<file path="src/pkg/rss_regs.svh">
`ifndef RSS_REGS_SVH
`define RSS_REGS_SVH

// ****************************************************************
// Clock and timing
// ****************************************************************
`define RSS_CLK_MHZ 25
`define RSS_T_POWERON_US 185
`define RSS_POWERON_CYC (`RSS_T_POWERON_US * `RSS_CLK_MHZ)
`define RSS_T_POWERON_MAX_US 500
`define RSS_POWERON_MAX_CYC (`RSS_T_POWERON_MAX_US * `RSS_CLK_MHZ)
`define RSS_T_SLEEP_WAKE_US 1
`define RSS_SLEEP_WAKE_CYC (`RSS_T_SLEEP_WAKE_US * `RSS_CLK_MHZ)
`define RSS_T_RESET_US 1
`define RSS_RESET_CYC (`RSS_T_RESET_US * `RSS_CLK_MHZ)
`define RSS_T_PREP_US 90
`define RSS_PREP_CYC (`RSS_T_PREP_US * `RSS_CLK_MHZ)
`define RSS_T_PREP_MAX_US 200
`define RSS_PREP_MAX_CYC (`RSS_T_PREP_MAX_US * `RSS_CLK_MHZ)
`define RSS_T_TXSTART_US 4
`define RSS_TXSTART_CYC (`RSS_T_TXSTART_US * `RSS_CLK_MHZ)
`define RSS_T_RAMP_STEP_US 8
`define RSS_RAMP_STEP_CYC (`RSS_T_RAMP_STEP_US * `RSS_CLK_MHZ)
`define RSS_T_RAMPDN_MAX_US 33
`define RSS_RAMPDN_MAX_CYC (`RSS_T_RAMPDN_MAX_US * `RSS_CLK_MHZ)
`define RSS_PARAMP_REF 2'h3
`define RSS_T_PLL_US 50
`define RSS_PLL_CYC (`RSS_T_PLL_US * `RSS_CLK_MHZ)
`define RSS_T_PLL_MIN_US 10
`define RSS_PLL_MIN_CYC (`RSS_T_PLL_MIN_US * `RSS_CLK_MHZ)
`define RSS_T_PLL_MAX_US 100
`define RSS_PLL_MAX_CYC (`RSS_T_PLL_MAX_US * `RSS_CLK_MHZ)
`define RSS_T_RX_FRAME_END_IRQ_US 20
`define RSS_RX_FRAME_END_IRQ_CYC (`RSS_T_RX_FRAME_END_IRQ_US * `RSS_CLK_MHZ)
`define RSS_TIMER_W 16
`endif

</file>
<file path="src/pkg/rss_pkg.sv">
package rss_pkg;

  typedef enum logic [2:0]
  {
    CMD_NOP,
    CMD_SLEEP,
    CMD_DEEP_SLEEP,
    CMD_OFF,
    CMD_PREP,
    CMD_TX,
    CMD_RX
  } rss_cmd_type;

  typedef enum logic [3:0]
  {
    ST_POR,
    ST_RST,
    ST_SLEEP,
    ST_DEEP,
    ST_WAKE,
    ST_WAKE_DEEP,
    ST_OFF,
    ST_PREP_SETTLE,
    ST_RX_SETTLE,
    ST_PREP,
    ST_RX,
    ST_TX,
    ST_RAMPDN
  } rss_state_type;

endpackage

</file>
<file path="src/pkg/rss_tmr_if.sv">
`timescale 1ns/10ps
interface rss_tmr_if
#(
  parameter int W = 16
);
  logic         load;
  logic [W-1:0] load_val;
  logic         done;
  logic         busy;

  modport ctl (output load, output load_val, input done, input busy);
  modport tmr (input load, input load_val, output done, output busy);
endinterface

</file>
<file path="src/rss_sync.sv">
`timescale 1ns/10ps
module rss_sync
(
  input  wire logic mclk_i,
  input  wire logic rst_n_i,
  input  wire logic pin_i,
  output logic      sync_o
);
  logic meta_r;

  // Idle level is released, so power-on is not taken for a pin reset
  always_ff @(posedge mclk_i or negedge rst_n_i)
    if (!rst_n_i)
    begin
      meta_r <= 1'b1;
      sync_o <= 1'b1;
    end
    else
    begin
      meta_r <= pin_i;
      sync_o <= meta_r;
    end
endmodule

</file>
<file path="src/rss_timer.sv">
`timescale 1ns/10ps
module rss_timer
#(
  parameter int W = 16
)
(
  input  wire logic mclk_i,
  input  wire logic rst_n_i,
  rss_tmr_if.tmr    bus
);
  logic [W-1:0] cnt_r;

  always_ff @(posedge mclk_i or negedge rst_n_i)
    if (!rst_n_i)
      cnt_r <= '0;
    else if (bus.load)
      cnt_r <= bus.load_val;
    else if (cnt_r != '0)
      cnt_r <= cnt_r - 1'b1;

  // A reload in the expiry cycle wins, so the old count never fires
  assign bus.done = (cnt_r == W'(1)) && !bus.load;
  assign bus.busy = (cnt_r != '0);
endmodule

</file>
<file path="src/rss_top.sv">
`timescale 1ns/10ps
`include "rss_regs.svh"
module rss_top
#(
  parameter int unsigned POWERON_CYC = `RSS_POWERON_CYC,
  parameter int unsigned PREP_CYC    = `RSS_PREP_CYC
)
(
  input  wire logic                  mclk_i,
  input  wire logic                  rst_n_i,
  input  wire logic                  hw_reset_input_n_i,
  input  wire logic                  cmd_valid_i,
  input  wire rss_pkg::rss_cmd_type  cmd_i,
  input  wire logic                  rx_valid_end_i,
  input  wire logic                  tx_frame_end_i,
  input  wire logic                  chan_change_i,
  input  wire logic [1:0]            pa_ramp_time_field_i,
  output rss_pkg::rss_state_type     state_o,
  output logic                       power_up_done_irq_o,
  output logic                       radio_ready_irq_o,
  output logic                       rx_frame_end_irq_o,
  output logic                       clock_out_pin_o,
  output logic                       pa_ramp_start_o,
  output logic                       pa_on_o,
  output logic                       pll_locked_o
);
  localparam int TW = `RSS_TIMER_W;

  rss_pkg::rss_state_type state_r;
  rss_pkg::rss_state_type state_nxt;
  logic                   hw_rst_n_s;
  logic                   por_arm_r;
  logic                   clock_out_pin_run_r;
  logic                   cmd_go;
  logic                   radio_on_nxt;
  logic [TW-1:0]          st_cnt_r;
  logic [TW-1:0]          pll_cnt_r;

  // ****************************************************************
  // Timers: 0 state moves, 1 synthesiser, 2 frame-end processing
  // ****************************************************************
  rss_tmr_if #(.W(TW)) tmr [3] ();

  generate
    for (genvar g = 0; g < 3; g++)
    begin : g_tmr
      rss_timer #(.W(TW)) u_tmr
      (
        .mclk_i  (mclk_i),
        .rst_n_i (rst_n_i),
        .bus     (tmr[g])
      );
    end
  endgenerate

  rss_sync u_rst_sync
  (
    .mclk_i  (mclk_i),
    .rst_n_i (rst_n_i),
    .pin_i   (hw_reset_input_n_i),
    .sync_o  (hw_rst_n_s)
  );

  // Command strobe marks the last serial clock edge of the value byte
  assign cmd_go = cmd_valid_i && hw_rst_n_s;

  // ****************************************************************
  // State sequencing
  // ****************************************************************
  always_comb
  begin
    state_nxt        = state_r;
    tmr[0].load      = 1'b0;
    tmr[0].load_val  = '0;
    if (!hw_rst_n_s)
    begin
      // Held loaded while the pin is low; counting starts at release
      state_nxt       = rss_pkg::ST_RST;
      tmr[0].load     = 1'b1;
      tmr[0].load_val = TW'(`RSS_RESET_CYC);
    end
    else
    begin
      case (state_r)
        rss_pkg::ST_POR:
        begin
          tmr[0].load     = por_arm_r;
          tmr[0].load_val = TW'(POWERON_CYC);
          if (tmr[0].done)
            state_nxt = rss_pkg::ST_OFF;
        end
        rss_pkg::ST_RST, rss_pkg::ST_WAKE, rss_pkg::ST_WAKE_DEEP:
          if (tmr[0].done)
            state_nxt = rss_pkg::ST_OFF;
        rss_pkg::ST_SLEEP:
          if (cmd_go && cmd_i == rss_pkg::CMD_OFF)
          begin
            state_nxt       = rss_pkg::ST_WAKE;
            tmr[0].load     = 1'b1;
            tmr[0].load_val = TW'(`RSS_SLEEP_WAKE_CYC);
          end
        rss_pkg::ST_DEEP:
          if (cmd_go && cmd_i == rss_pkg::CMD_OFF)
          begin
            state_nxt       = rss_pkg::ST_WAKE_DEEP;
            tmr[0].load     = 1'b1;
            tmr[0].load_val = TW'(POWERON_CYC);
          end
        rss_pkg::ST_OFF:
          if (cmd_go)
          begin
            case (cmd_i)
              rss_pkg::CMD_SLEEP:
                state_nxt = rss_pkg::ST_SLEEP;
              rss_pkg::CMD_DEEP_SLEEP:
                state_nxt = rss_pkg::ST_DEEP;
              rss_pkg::CMD_PREP:
              begin
                state_nxt       = rss_pkg::ST_PREP_SETTLE;
                tmr[0].load     = 1'b1;
                tmr[0].load_val = TW'(PREP_CYC);
              end
              rss_pkg::CMD_RX:
              begin
                state_nxt       = rss_pkg::ST_RX_SETTLE;
                tmr[0].load     = 1'b1;
                tmr[0].load_val = TW'(PREP_CYC);
              end
              default:
                state_nxt = state_r;
            endcase
          end
        rss_pkg::ST_PREP_SETTLE, rss_pkg::ST_RX_SETTLE:
          // Abort of a settling radio is allowed at any time
          if (cmd_go && cmd_i == rss_pkg::CMD_OFF)
            state_nxt = rss_pkg::ST_OFF;
          else if (tmr[0].done)
            state_nxt = (state_r == rss_pkg::ST_RX_SETTLE) ? rss_pkg::ST_RX : rss_pkg::ST_PREP;
        rss_pkg::ST_PREP:
          if (cmd_go && cmd_i == rss_pkg::CMD_OFF)
            state_nxt = rss_pkg::ST_OFF;
          else if (cmd_go && cmd_i == rss_pkg::CMD_RX)
            state_nxt = rss_pkg::ST_RX;
          else if (cmd_go && cmd_i == rss_pkg::CMD_TX && pll_locked_o)
          begin
            // Transmitting on an unsettled synthesiser would splatter
            state_nxt       = rss_pkg::ST_TX;
            tmr[0].load     = 1'b1;
            tmr[0].load_val = TW'(`RSS_TXSTART_CYC);
          end
        rss_pkg::ST_RX:
          if (cmd_go && cmd_i == rss_pkg::CMD_OFF)
            state_nxt = rss_pkg::ST_OFF;
          else if ((cmd_go && cmd_i == rss_pkg::CMD_PREP) || tmr[2].done)
            state_nxt = rss_pkg::ST_PREP;
        rss_pkg::ST_TX:
          if (cmd_go && cmd_i == rss_pkg::CMD_OFF)
            state_nxt = rss_pkg::ST_OFF;
          else if (tx_frame_end_i)
            state_nxt = rss_pkg::ST_PREP;
          else if (cmd_go && cmd_i == rss_pkg::CMD_PREP)
          begin
            if (pa_on_o)
            begin
              state_nxt       = rss_pkg::ST_RAMPDN;
              tmr[0].load     = 1'b1;
              tmr[0].load_val = TW'((32'(pa_ramp_time_field_i) + 32'd1) * `RSS_RAMP_STEP_CYC);
            end
            else
              state_nxt = rss_pkg::ST_PREP;
          end
        rss_pkg::ST_RAMPDN:
          if (cmd_go && cmd_i == rss_pkg::CMD_OFF)
            state_nxt = rss_pkg::ST_OFF;
          else if (tmr[0].done)
            state_nxt = rss_pkg::ST_PREP;
        default:
          state_nxt = rss_pkg::ST_OFF;
      endcase
    end
  end

  always_ff @(posedge mclk_i or negedge rst_n_i)
    if (!rst_n_i)
      state_r <= rss_pkg::ST_POR;
    else
      state_r <= state_nxt;

  always_ff @(posedge mclk_i or negedge rst_n_i)
    if (!rst_n_i)
      por_arm_r <= 1'b1;
    else
      por_arm_r <= 1'b0;

  assign state_o = state_r;

  // ****************************************************************
  // Interrupt pulses, aligned with the new state
  // ****************************************************************
  always_ff @(posedge mclk_i or negedge rst_n_i)
    if (!rst_n_i)
    begin
      power_up_done_irq_o <= 1'b0;
      radio_ready_irq_o   <= 1'b0;
      rx_frame_end_irq_o  <= 1'b0;
    end
    else
    begin
      power_up_done_irq_o <= (state_nxt == rss_pkg::ST_OFF) && hw_rst_n_s
                             && (state_r inside {rss_pkg::ST_POR, rss_pkg::ST_WAKE,
                                                 rss_pkg::ST_WAKE_DEEP});
      radio_ready_irq_o   <= (state_r == rss_pkg::ST_PREP_SETTLE)
                             && (state_nxt == rss_pkg::ST_PREP);
      rx_frame_end_irq_o  <= tmr[2].done;
    end

  // ****************************************************************
  // Frame-end processing and synthesiser settling
  // ****************************************************************
  assign tmr[2].load     = rx_valid_end_i && (state_r == rss_pkg::ST_RX);
  assign tmr[2].load_val = TW'(`RSS_RX_FRAME_END_IRQ_CYC);

  assign tmr[1].load     = chan_change_i && (state_r == rss_pkg::ST_PREP);
  assign tmr[1].load_val = TW'(`RSS_PLL_CYC);

  assign radio_on_nxt = state_nxt inside {rss_pkg::ST_PREP, rss_pkg::ST_RX,
                                          rss_pkg::ST_TX, rss_pkg::ST_RAMPDN};

  always_ff @(posedge mclk_i or negedge rst_n_i)
    if (!rst_n_i)
      pll_locked_o <= 1'b0;
    else if (tmr[1].load || !radio_on_nxt)
      pll_locked_o <= 1'b0;
    else if (tmr[1].done || (state_r inside {rss_pkg::ST_PREP_SETTLE, rss_pkg::ST_RX_SETTLE}))
      pll_locked_o <= 1'b1;

  // ****************************************************************
  // Amplifier and clock output
  // ****************************************************************
  always_ff @(posedge mclk_i or negedge rst_n_i)
    if (!rst_n_i)
    begin
      pa_ramp_start_o <= 1'b0;
      pa_on_o         <= 1'b0;
    end
    else
    begin
      pa_ramp_start_o <= (state_r == rss_pkg::ST_TX) && (state_nxt == rss_pkg::ST_TX)
                         && tmr[0].done;
      pa_on_o         <= (state_nxt inside {rss_pkg::ST_TX, rss_pkg::ST_RAMPDN})
                         && (pa_on_o || (tmr[0].done && state_r == rss_pkg::ST_TX));
    end

  // Oscillator is down in deep sleep and until its wake-up completes
  always_ff @(posedge mclk_i or negedge rst_n_i)
    if (!rst_n_i)
    begin
      clock_out_pin_run_r      <= 1'b0;
      clock_out_pin_o <= 1'b0;
    end
    else
    begin
      clock_out_pin_run_r      <= !(state_nxt inside {rss_pkg::ST_POR, rss_pkg::ST_DEEP,
                                             rss_pkg::ST_WAKE_DEEP});
      clock_out_pin_o <= clock_out_pin_run_r && !clock_out_pin_o;
    end

  // ****************************************************************
  // Checks
  // ****************************************************************
  always_ff @(posedge mclk_i or negedge rst_n_i)
    if (!rst_n_i)
      st_cnt_r <= '0;
    else if (state_nxt != state_r)
      st_cnt_r <= '0;
    else if (st_cnt_r != '1)
      st_cnt_r <= st_cnt_r + 1'b1;

  always_ff @(posedge mclk_i or negedge rst_n_i)
    if (!rst_n_i)
      pll_cnt_r <= '0;
    else if (tmr[1].load)
      pll_cnt_r <= '0;
    else if (tmr[1].busy)
      pll_cnt_r <= pll_cnt_r + 1'b1;
endmodule

</file>
<file path="config.mk">
export PLATFORM = sky130hd
export DESIGN_NAME = rss_top
export DESIGN_NICKNAME = d
export VERILOG_FILES = /design/src/pkg/rss_pkg.sv /design/src/pkg/rss_tmr_if.sv /design/src/rss_sync.sv /design/src/rss_timer.sv /design/src/rss_top.sv
export VERILOG_INCLUDE_DIRS = /design/src /design/src/pkg
export SDC_FILE = /design/constraint.sdc
export NUM_CORES = 1
export LEC_CHECK = 0
export BUFFER_PORTS_ARGS = -buffer_cell sky130_fd_sc_hd__buf_2
export CORE_UTILIZATION = 60
export CTS_CLUSTER_SIZE = 16
export DETAILED_ROUTE_END_ITERATION = 16
export PLACE_DENSITY = 0.79
export SYNTH_ARGS = -nofsm -noshare
export SYNTH_HDL_FRONTEND = slang
export SYNTH_SLANG_ARGS = --single-unit
</file>
<file path="constraint.sdc">
create_clock -name mclk_i -period 3.1 [get_ports mclk_i]
set_input_delay 0.155 -clock mclk_i [delete_from_list [all_inputs] [get_ports mclk_i]]
set_output_delay 0.155 -clock mclk_i [all_outputs]
set_load 0.05 [all_outputs]
</file>
* Yosys cells after proc, flatten, opt, wreduce, memory -nomap -nowiden
Index checks and enable logic that the tools add are counted.
Storage, ports and cells: flip-flop bits (word level) 63, output and inout port bits 11, logic and storage cells 149
Cells by class: muxes and demuxes 54, add/subtract/negate cells 4, equality and inequality tests 28, reduce and logical (&&, ||, !) cells 47, multiply operators 1
Operator list (number):
- $mux 16 | 7
- $pmux 13 s6 | 1
- $mux 4 | 17
- $eq 16x1->1 const B | 3
- $reduce_bool 16->1 | 3
- $sub 16x1->16 const B | 3
- $mux 11 | 4
- $eq 4x4->1 const B | 9
- $pmux 4 s9 | 1
- $eq 4x3->1 const B | 6
- $mux 12 | 2
- $mux 7 | 3
- $logic_and 1x1->1 | 19
- $pmux 4 s4 | 1
- $mux 1 | 13
- $mux 13 | 1
- $eq 4x2->1 const B | 3
- $reduce_bool 2->1 | 6
- $eq 3x3->1 const B | 3
- $logic_not 4->1 | 2
- $mul 3x5->8 const B | 1
- $eq 3x2->1 const B | 2
- $logic_not 1->1 | 6
- $reduce_bool 3->1 | 2
- other kinds (11) | 16

* Logic depth before layout (Yosys ltp)
Gate-level depths: netlist of run 1.
word-level depth 19, mapped depth 9, depth with buffers taken out 9

* By module
Synthesis of run 1 repeated with hierarchy kept, for this count alone.
Second synthesis, totals: cells, all modules 517, area, all modules 4605.7 µm²
By module, submodules not included:
- rss_timer at g_tmr[1].u_tmr ... | times used 2, seq. area each 400.4 µm², area an instance 1087.3 µm², cells each 113
- rss_top | times used 1, seq. area each 326.6 µm², area an instance 1355.0 µm², cells each 173
- rss_timer at g_tmr[0].u_tmr | times used 1, seq. area each 400.4 µm², area an instance 1023.5 µm², cells each 116
- rss_sync | times used 1, seq. area each 52.6 µm², area an instance 52.6 µm², cells each 2

* Worst setup path after synthesis of run 1
OpenSTA, ideal clock, no wires.
path kind register to register, start register state_r[3] (netlist: state_o[3]), end register clock_out_pin_run_r, clock period less this slack 2.669 ns, slack 0.431 ns, stages on the path, launching flop included 9, data arrival time 2.550 ns, cells stage by stage dfrtp_1 -> buf_6 -> or3b_1 -> o32a_4 -> o211ai_4 -> or2_1 -> o211ai_1 -> a211o_2 -> o2bb2a_4
Between the ends: cells in the longest elaborated chain, start to end 13, elaborated cells between the ends (all ways) 49, classes of those cells eq/ne: 14; mux: 22; reduce/logical: 13
RTL lines:
- start, declared | line rss_top.sv:29 | rss_pkg::rss_state_type state_r;
- start signal, assigned | line rss_top.sv:185 | state_r <= rss_pkg::ST_POR;
- start signal, assigned | line rss_top.sv:187 | state_r <= state_nxt;
- $eq 4x2->1 | line rss_top.sv:84 | case (state_r)
- $reduce_or 2->1 (no source line)
- $pmux 1 s5 | line rss_top.sv:84
- $mux 1 | line rss_top.sv:75 | if (!hw_rst_n_s)
- $logic_not 1->1 | line rss_timer.sv:22 | assign bus.done = (cnt_r == W'(1)) && !bus.load;
- $logic_and 1x1->1 | line rss_timer.sv:22
- $mux 4, on equally long branches | line rss_top.sv:175, rss_top.sv:137
- $mux 4, on equally long branches | line rss_top.sv:173, rss_top.sv:135
- $pmux 4 s9 (*) | line rss_top.sv:84
- $mux 4 (*) | line rss_top.sv:75
- $eq 4x2->1, or another cell as far along | line rss_top.sv:263 | clock_out_pin_run_r <= !(state_nxt inside {rss_pkg::ST_POR, rss_pkg::ST_DEEP,
- $reduce_bool 3->1 (*) | line rss_top.sv:263
- $logic_not 1->1 (*) | line rss_top.sv:263
- end signal, assigned | line rss_top.sv:263
- end, declared | line rss_top.sv:33 | logic clock_out_pin_run_r;
Mark *: on every way between the ends. The rest lies on a longest branch, timed or not. A chain may end at the register's enable or synchronous reset.

* Worst setup path in the final report of run 1
start register state_r[2] (netlist: state_o[2]), end register clock_out_pin_run_r
The elaborated chain is that of the path after synthesis.

==> flow_summary.toml, run 1 <==
[sta]
hold_viol_final = 0
fin_crit_ps = 2800
relSlewSlack_pct = 42.1
finalSetupViolCount = 0
worstMarginPinSlew_ps = 868
min_period_over_period_pct = 90.2
slew_violations = 0
rsz0062_at_grt = "no"
clock_skew_ps = 8.96
tns_ps = 0
fmax_mhz = 358
setup_slack_ps = 305

[logic_synthesis]
ys.flop_type = "dfrtp_1"
synthDistinctLibCells = 74
ys_ff_latch = 63
synth_nets = 459
ys_warn_count = 0
synth-seq-area-share_pct = 39.4
postSynthCellCount = 437
synth_edf_count = 0
ys_async_sr_fraction_pct = 100
netlist_area_um2 = 4010
syn_area_per_cell_um2 = 9.17

[floorplan]
die_w_um = 83.7
io_pins = 23
rows = 29
core_area_um2 = 6390
start_util_pct = 62.8
dieArea_um2 = 7010
die_h_um = 83.7

[cts]
clock-sinks = 63
post-cts-setup-buffers = 0
clk_pin_slew_ps = 70
cts_hold_buffers = 2
cts_max_level = 3
cts_resized = 0
cts-root-buf = "clkbuf_8"
cts_tree = "done"
cts-buffers-inserted = 9
clk_latency_ps = 350
cts_buffer_depth = 2

[worst_setup_path]
worstSetupEndpointType = "flop"
cp-start-kind = "flop"
worstSetupPathType = "flop to flop"
crit_fanout = 18
crit_slowest_cell = "or4bb_1"
path_delay_family = "simple AND/OR/NAND/NOR gates"
critical_path_required_ps = 3340
cp.arrival_ps = 3030
crit_chain = "or4bb_1 > o32a_4 > o211ai_4 > o21ai_2 > nor4_4 > nor3b_1 > o2bb2a_4"
critPathLaunch = "state_o[2]"
critPathBufInv = 0
regToRegStartpoint = "state_o[2]"
max_stage_delay_ps = 640

[finish]
layout-drive-gt1-share_pct = 16.9
multi_input_area_um2 = 2310
stdcell_count = 549
fill_cells = 498
regMostFlops = "g_tmr.u_tmr.cnt_r"
largest_reg_flops = 48
layout_common_cells = "dfrtp_1 (60), nor2_1 (52), nand2_1 (35)"
syn_to_final_growth_pct = 12.0
final_common_cell = "dfrtp_1"
seq_area_um2 = 1580
diodes = 0
design.final.nets = 489

[global_route]
grt_pass1_wl_um = 16300
overflow = 0
grtUsageTotal_pct = 29.2
grt_antenna_before_repair = 0
grt_pass1_vias = 3336
grt_max_degree = 41

[job]
cap_violations = 0

[routing]
first_pass_iters = 6
remaining_drc_errors = 0
viasPerCell = 6.39
first_iter_violations = 209
via_count = 3508
routed_wl_um = 9610
postRouteAntennaNets = 0
wl_per_cell_um = 17.5

[min_path]
hold_class = "input pin to flop"
min-delay-start = "rx_valid_end_i"

[power]
p_leak_nw = 1.79
powerDensity_nw_per_um2 = 483
vdd_drop_max_uv = 354

[place]
numPortBuffers = 22
place_inst = 531
gp_congestion = 0.964
place.detailed.hpwl_um = 6830
pre_cts_ws_ps = 372

[outcome]
status = "finished clean"
## layout make-up
type | instances | share of cell area [%]
clock buffers | 10 | 3.07
clock inverters | 6 | 2.56
inverters | 13 | 1.09
multi-input cells | 346 | 51.4
flip-flops and latches | 63 | 35.2
well taps | 77 | 2.15
repair buffers | 34 | 4.57
## metrics by stage
step | total power, mW | utilization [%] | hold slack [ps] | area [um^2]
after detailed placement | 1.27 | 66.0 | 262 | 4220
final | 2.17 | 70.3 | 126 | 4490
after CTS | 2.17 | 70.3 | 130 | 4490
after global routing | 2.26 | 70.3 | 187 | 4490
after floorplan | 1.16 | - | -141 | 4010
after global placement | 1.26 | 66.0 | 260 | 4220
## metal layers
layer  vias to the layer above  part of all wire (%)  global-route usage, %
met1                      1661                    45                   41.0
met5                         -                     0                      0
li1                       1670                     -                      -
met3                        21                   7.1                   5.93
met4                         0                   1.7                   10.2
met2                       156                    47                   45.2
## report_power, final
group	switching [mW]	internal [mW]	total, mW
sequential	0.0595	0.873	0.933
clock	0.347	0.560	0.907
combinational	0.201	0.126	0.328
## tightest hold or removal path: stages
cell and delay [ps]:
buf_2 100, nand2_1 110, nand2_1 70
## cell families (layout without fill, tap and decap cells)
logic type               count (synthesis)  in the layout  synth area share [%]
AND/OR/NAND/NOR                        205            205                  29.2
AO/OA/AOI/OAI                           94             94                  17.0
flip-flops                              63             63                  39.4
XOR/XNOR                                29             29                  6.34
buffers and inverters                   28             63                  3.03
adder cells (fa/ha/maj)                 10             10                  3.12
multiplexers                             7              7                  1.87
other                                    1              1                0.0936
## cell usage after synthesis, drive strengths merged, types with 5 or more instances
cell,instances,share of area (%)
a21oi,25,3.1
a31oi,5,0.78
and2,6,1.0
buf,8,1.2
clkbuf,7,0.66
dfrtp,60,37
ha,10,3.1
inv,13,1.2
nand2,35,3.3
nand2b,7,1.1
nand3,11,1.4
nand4,8,1.2
nor2,53,5.0
nor2b,6,0.94
nor3,12,1.5
nor4,15,3.2
o21ai,24,3.2
or2,6,0.94
or3,17,2.7
xnor2,16,3.5
xor2,13,2.8
## worst paths after layout
path | endpoint | slack [ps] | cells after the start
max reg2reg | clock_out_pin_run_r | 300 | 7
min in group asynchronous | g_tmr[1].u_tmr.cnt_r[12] | 460 | 2
min | g_tmr[2].u_tmr.cnt_r[2] | 130 | 3
max | clock_out_pin_run_r | 300 | 7
min reg2reg | u_rst_sync.sync_o | 360 | 0
max in group asynchronous | g_tmr[1].u_tmr.cnt_r[5] | 1810 | 3
No activity file was read; power rests on OpenSTA's default activity.
==> inputs of run 2 (changes only) <==
Settings changed: GPL_TIMING_DRIVEN set to 0.
==> run 2 against run 1 <==
Compared with the run above:
- critical path depth is the same
- clock power shrank 12%
- core utilization shrank 0.65 points
- flip-flop and latch count is the same
- combinational power is essentially flat
- clock skew grew 0.64 ps
- register-to-register slack is essentially flat
==> flow_summary.toml, run 2 (synthesis results as in run 1) <==
[sta]
rsz0062_at_grt = "no"
min_period_over_period_pct = 89.9
fin_crit_ps = 2790
relSlewSlack_pct = 41.3
finalSetupViolCount = 0
tns_ps = 0
slew_violations = 0
worstMarginPinSlew_ps = 878
fmax_mhz = 359
clock_skew_ps = 9.60
setup_slack_ps = 312
hold_viol_final = 0

[cts]
cts_hold_buffers = 1
cts-buffers-inserted = 9
clk_latency_ps = 350
cts_resized = 0
clock-sinks = 63
clk_pin_slew_ps = 80
post-cts-setup-buffers = 0
cts_buffer_depth = 2
cts_tree = "done"
cts-root-buf = "clkbuf_8"
cts_max_level = 3

[global_route]
grtUsageTotal_pct = 29.2
grt_pass1_wl_um = 16200
grt_max_degree = 64
overflow = 0
grt_antenna_before_repair = 0
grt_pass1_vias = 3349

[min_path]
min-delay-start = "chan_change_i"
hold_class = "input pin to flop"
hold_depth = 3
min_to = "g_tmr[1].u_tmr.cnt_r[9]"

[worst_setup_path]
worstSetupEndpointType = "flop"
crit_slowest_cell = "dfstp_2"
cp-start-kind = "flop"
timing.rr.end = "pa_ramp_start_o"
critical_path_required_ps = 3340
regToRegStartpoint = "u_rst_sync.sync_o"
reg2reg_slack_ps = 310
crit_fanout = 8
worstSetupPathType = "flop to flop"
max_stage_delay_ps = 610
crit_chain = "nor4bb_1 > and4_1 > o2111ai_2 > mux2i_1 > nor4b_4 > nand2_1 > nor3_1"
cp.arrival_ps = 3030
r2r_cells = 7

[routing]
postRouteAntennaNets = 0
viasPerCell = 6.52
remaining_drc_errors = 0
wl_per_cell_um = 17.5
via_count = 3601
first_pass_iters = 5
first_iter_violations = 238
routed_wl_um = 9660

[finish]
regMostFlops = "g_tmr.u_tmr.cnt_r"
largest_reg_flops = 48
final_common_cell = "dfrtp_1"
layout_common_cells = "dfrtp_1 (60), nor2_1 (52), nand2_1 (35)"
syn_to_final_growth_pct = 11.0
fill_cells = 482
stdcell_count = 552
post-route-util_pct = 69.7
diodes = 0
design.final.nets = 492
layout-drive-gt1-share_pct = 16.0

[power]
vdd_drop_max_uv = 478
p_leak_nw = 1.76
powerDensity_nw_per_um2 = 461

[floorplan]
die_w_um = 83.7
start_util_pct = 62.8
dieArea_um2 = 7010
rows = 29
die_h_um = 83.7
core_area_um2 = 6390
io_pins = 23

[place]
place.detailed.hpwl_um = 6790
place_inst = 534
numPortBuffers = 20
gp_congestion = 0.948
pre_cts_ws_ps = 429

[job]
cap_violations = 0

[outcome]
status = "finished clean"
==> run 2: changes by cell type in the layout (fill, tap and decap cells not counted), sizes merged <==
cell	delta
buf	-4
inv	-1
clkbuf	+6
clkinvlp	+1
bufinv	-1
clkinv	+2
==> run 2: report_power, final <==
group,switching [mW],internal [mW],leakage [nW]
Clock,0.346,0.453,0.105
Sequential,0.0493,0.873,0.712
Combinational,0.208,0.120,0.943
==> run 2: final cells by class <==
| type | count | area (um^2) | share of cell area [%] |
|---|---|---|---|
| buffer | 15 | 72.6 | 1.63 |
| multi-input combinational | 346 | 2310 | 51.8 |
| clock buffer | 9 | 124 | 2.78 |
| timing repair buffer | 22 | 123 | 2.76 |
| clock inverter | 7 | 97.6 | 2.19 |
| inverter | 13 | 48.8 | 1.10 |
| sequential | 63 | 1580 | 35.5 |
| tap | 77 | 96.3 | 2.17 |
==> run 2: metrics by stage <==
| step | total power, mW | instance area (um^2) | hold WS (ps) |
|---|---|---|---|
| floorplan | 1.16 | 4010 | -141 |
| global placement | 1.25 | 4200 | 261 |
| detailed placement | 1.26 | 4200 | 261 |
| CTS | 2.05 | 4440 | 88.9 |
| global route | 2.13 | 4450 | 101 |
| finish | 2.05 | 4450 | 95.8 |
==> run 2: critical path: cells and delay by family, from the launching register on <==
kind / cells / cell delay (ps)
flops: 1 / 610
mux: 1 / 190
compound gates: 1 / 170
simple gates: 5 / 1710
==> run 2: how the worst max path moves through the flow <==
stage                            start             endpoint  slack [ps]  depth (start not counted)
5_1_grt        g_tmr[0].u_tmr.cnt_r[4]      pa_ramp_start_o         150                          7
6_report             u_rst_sync.sync_o      pa_ramp_start_o         310                          7
3_3_place_gp   g_tmr[0].u_tmr.cnt_r[5]  clock_out_pin_run_r         450                          7
4_1_cts              u_rst_sync.sync_o      pa_ramp_start_o         350                          7
3_5_place_dp   g_tmr[0].u_tmr.cnt_r[4]  clock_out_pin_run_r         430                          7
2_1_floorplan               state_o[3]  clock_out_pin_run_r         430                          8
==> run 2: metal layers <==
layer  wire [um]  track usage (%)  up-vias
met3         695             7.42       30
li1            -                -     1683
met5           0                0        -
met2        4540             46.4      167
met1        4250             39.7     1721
met4         175             8.63        0
==> inputs of run 3 (changes only) <==
Settings changed: CTS_BUF_LIST set to sky130_fd_sc_hd__clkbuf_16.
==> run 3 against run 2 <==
Compared with the run above:
- via count shrank 0.42%
- die area is the same
- clock-buffer cell count is the same
- maximum frequency grew 0.12%
- total power grew 14%
- largest power group is now clock
==> flow_summary.toml, run 3 (synthesis results as in run 1) <==
[min_path]
min-delay-start = "chan_change_i"
hold_class = "input pin to flop"
min_to = "g_tmr[1].u_tmr.cnt_r[9]"
hold_depth = 3

[sta]
fin_crit_ps = 2790
min_period_over_period_pct = 89.8
fmax_mhz = 359
slew_violations = 0
finalSetupViolCount = 0
rsz0062_at_grt = "no"
worstMarginPinSlew_ps = 829
hold_viol_final = 0
clock_skew_ps = 8.12
tns_ps = 0
relSlewSlack_pct = 44.6

[finish]
fill_cells = 461
layout_common_cells = "dfrtp_1 (60), nor2_1 (52), nand2_1 (35)"
design.final.nets = 492
stdcell_count = 552
regMostFlops = "g_tmr.u_tmr.cnt_r"
final_common_cell = "dfrtp_1"
post-route-util_pct = 71.2
largest_reg_flops = 48
diodes = 0
layout-drive-gt1-share_pct = 16.0
syn_to_final_growth_pct = 13.5

[worst_setup_path]
critPathBufInv = 0
cp.arrival_ps = 3000
path_delay_family = "simple AND/OR/NAND/NOR gates"
crit_fanout = 8
cp-start-kind = "flop"
worstSetupPathType = "flop to flop"
r2r_cells = 7
crit_chain = "nand4_1 > nor2_1 > nor2_1 > a31oi_1 > nor4_4 > or3_1 > nor3_1"
crit_cells = 7
max_stage_delay_ps = 600
critPathLaunch = "u_rst_sync.sync_o"
regToRegStartpoint = "u_rst_sync.sync_o"
crit_slowest_cell = "dfstp_2"
reg2reg_slack_ps = 310
cp_common_cell = "nor2_1"
worstSetupEndpointType = "flop"
timing.rr.end = "pa_ramp_start_o"
critical_path_required_ps = 3310

[global_route]
overflow = 0
grtUsageTotal_pct = 29.8
grt_pass1_wl_um = 16500
grt_max_degree = 64
grt_pass1_vias = 3353
grt_antenna_before_repair = 0

[outcome]
status = "finished clean"

[routing]
routed_wl_um = 9950
wl_per_cell_um = 18.0
viasPerCell = 6.50
first_iter_violations = 210
postRouteAntennaNets = 0
via_count = 3586
first_pass_iters = 5
remaining_drc_errors = 0

[place]
numPortBuffers = 20
place_inst = 534
gp_congestion = 0.948
place.detailed.hpwl_um = 6790

[cts]
clk_pin_slew_ps = 60
cts_max_level = 3
clk_latency_ps = 330
cts-root-buf = "clkbuf_16"
cts_tree = "done"
cts_buffer_depth = 2
cts-buffers-inserted = 9
clock-sinks = 63

[floorplan]
io_pins = 23
rows = 29
core_area_um2 = 6390
start_util_pct = 62.8
dieArea_um2 = 7010
die_w_um = 83.7
die_h_um = 83.7

[job]
cap_violations = 0

[power]
powerDensity_nw_per_um2 = 514
report.power.total_mw = 2.34
vdd_drop_max_uv = 486
p_leak_nw = 1.81
==> run 3: worst max path at each step <==
stage,endpoint,slack (ps)
after floorplan,clock_out_pin_run_r,430
after global placement,clock_out_pin_run_r,450
after detailed placement,clock_out_pin_run_r,430
after CTS,pa_ramp_start_o,380
after global routing,pa_ramp_start_o,180
final,pa_ramp_start_o,310
==> run 3: worst min-delay path: cells and delay by family <==
family / cells / cell delay (ps)
buffers and inverters: 1 / 90
AO/OA/AOI/OAI: 1 / 40
AND/OR/NAND/NOR: 1 / 130
==> run 3: where the power goes <==
part           leakage [nW]  internal (mW)  total [mW]  switching, mW
combinational         0.943          0.120       0.329          0.209
clock                 0.152          0.704        1.08          0.378
sequential            0.712          0.875       0.926         0.0508
==> run 3: per-layer routing <==
layer / track usage [%] / share of wire, % / routed length [um] / vias up
met1: 39.9 / 43 / 4250 / 1722
met3: 6.13 / 7.8 / 777 / 21
met5: 0 / 0 / 0 / -
met4: 10.2 / 1.8 / 176 / 0
li1: - / - / - / 1679
met2: 48.5 / 48 / 4740 / 164
==> run 3: cell type report <==
type	count	area (um^2)	share of cell area, %
Inverter	13	48.8	1.07
Timing Repair Buffer	22	123	2.70
Multi-Input combinational cell	346	2310	50.7
Clock buffer	9	225	4.95
Clock inverter	7	97.6	2.15
Buffer	15	72.6	1.60
Sequential cell	63	1580	34.7
Tap cell	77	96.3	2.12
==> run 3: timing repair <==
item,CTS,global route
resized for setup,0,0
hold endpoints to repair,1,3
buffers inserted,0,0
hold buffers,1,1
==> run 3: stage by stage <==
step	hold slack, ps	worst slack [ps]	area, um^2
2_1_floorplan	-141	431	4010
3_3_place_gp	261	453	4200
3_5_place_dp	261	429	4200
4_1_cts	117	380	4540
5_1_grt	133	184	4550
6_report	116	315	4550
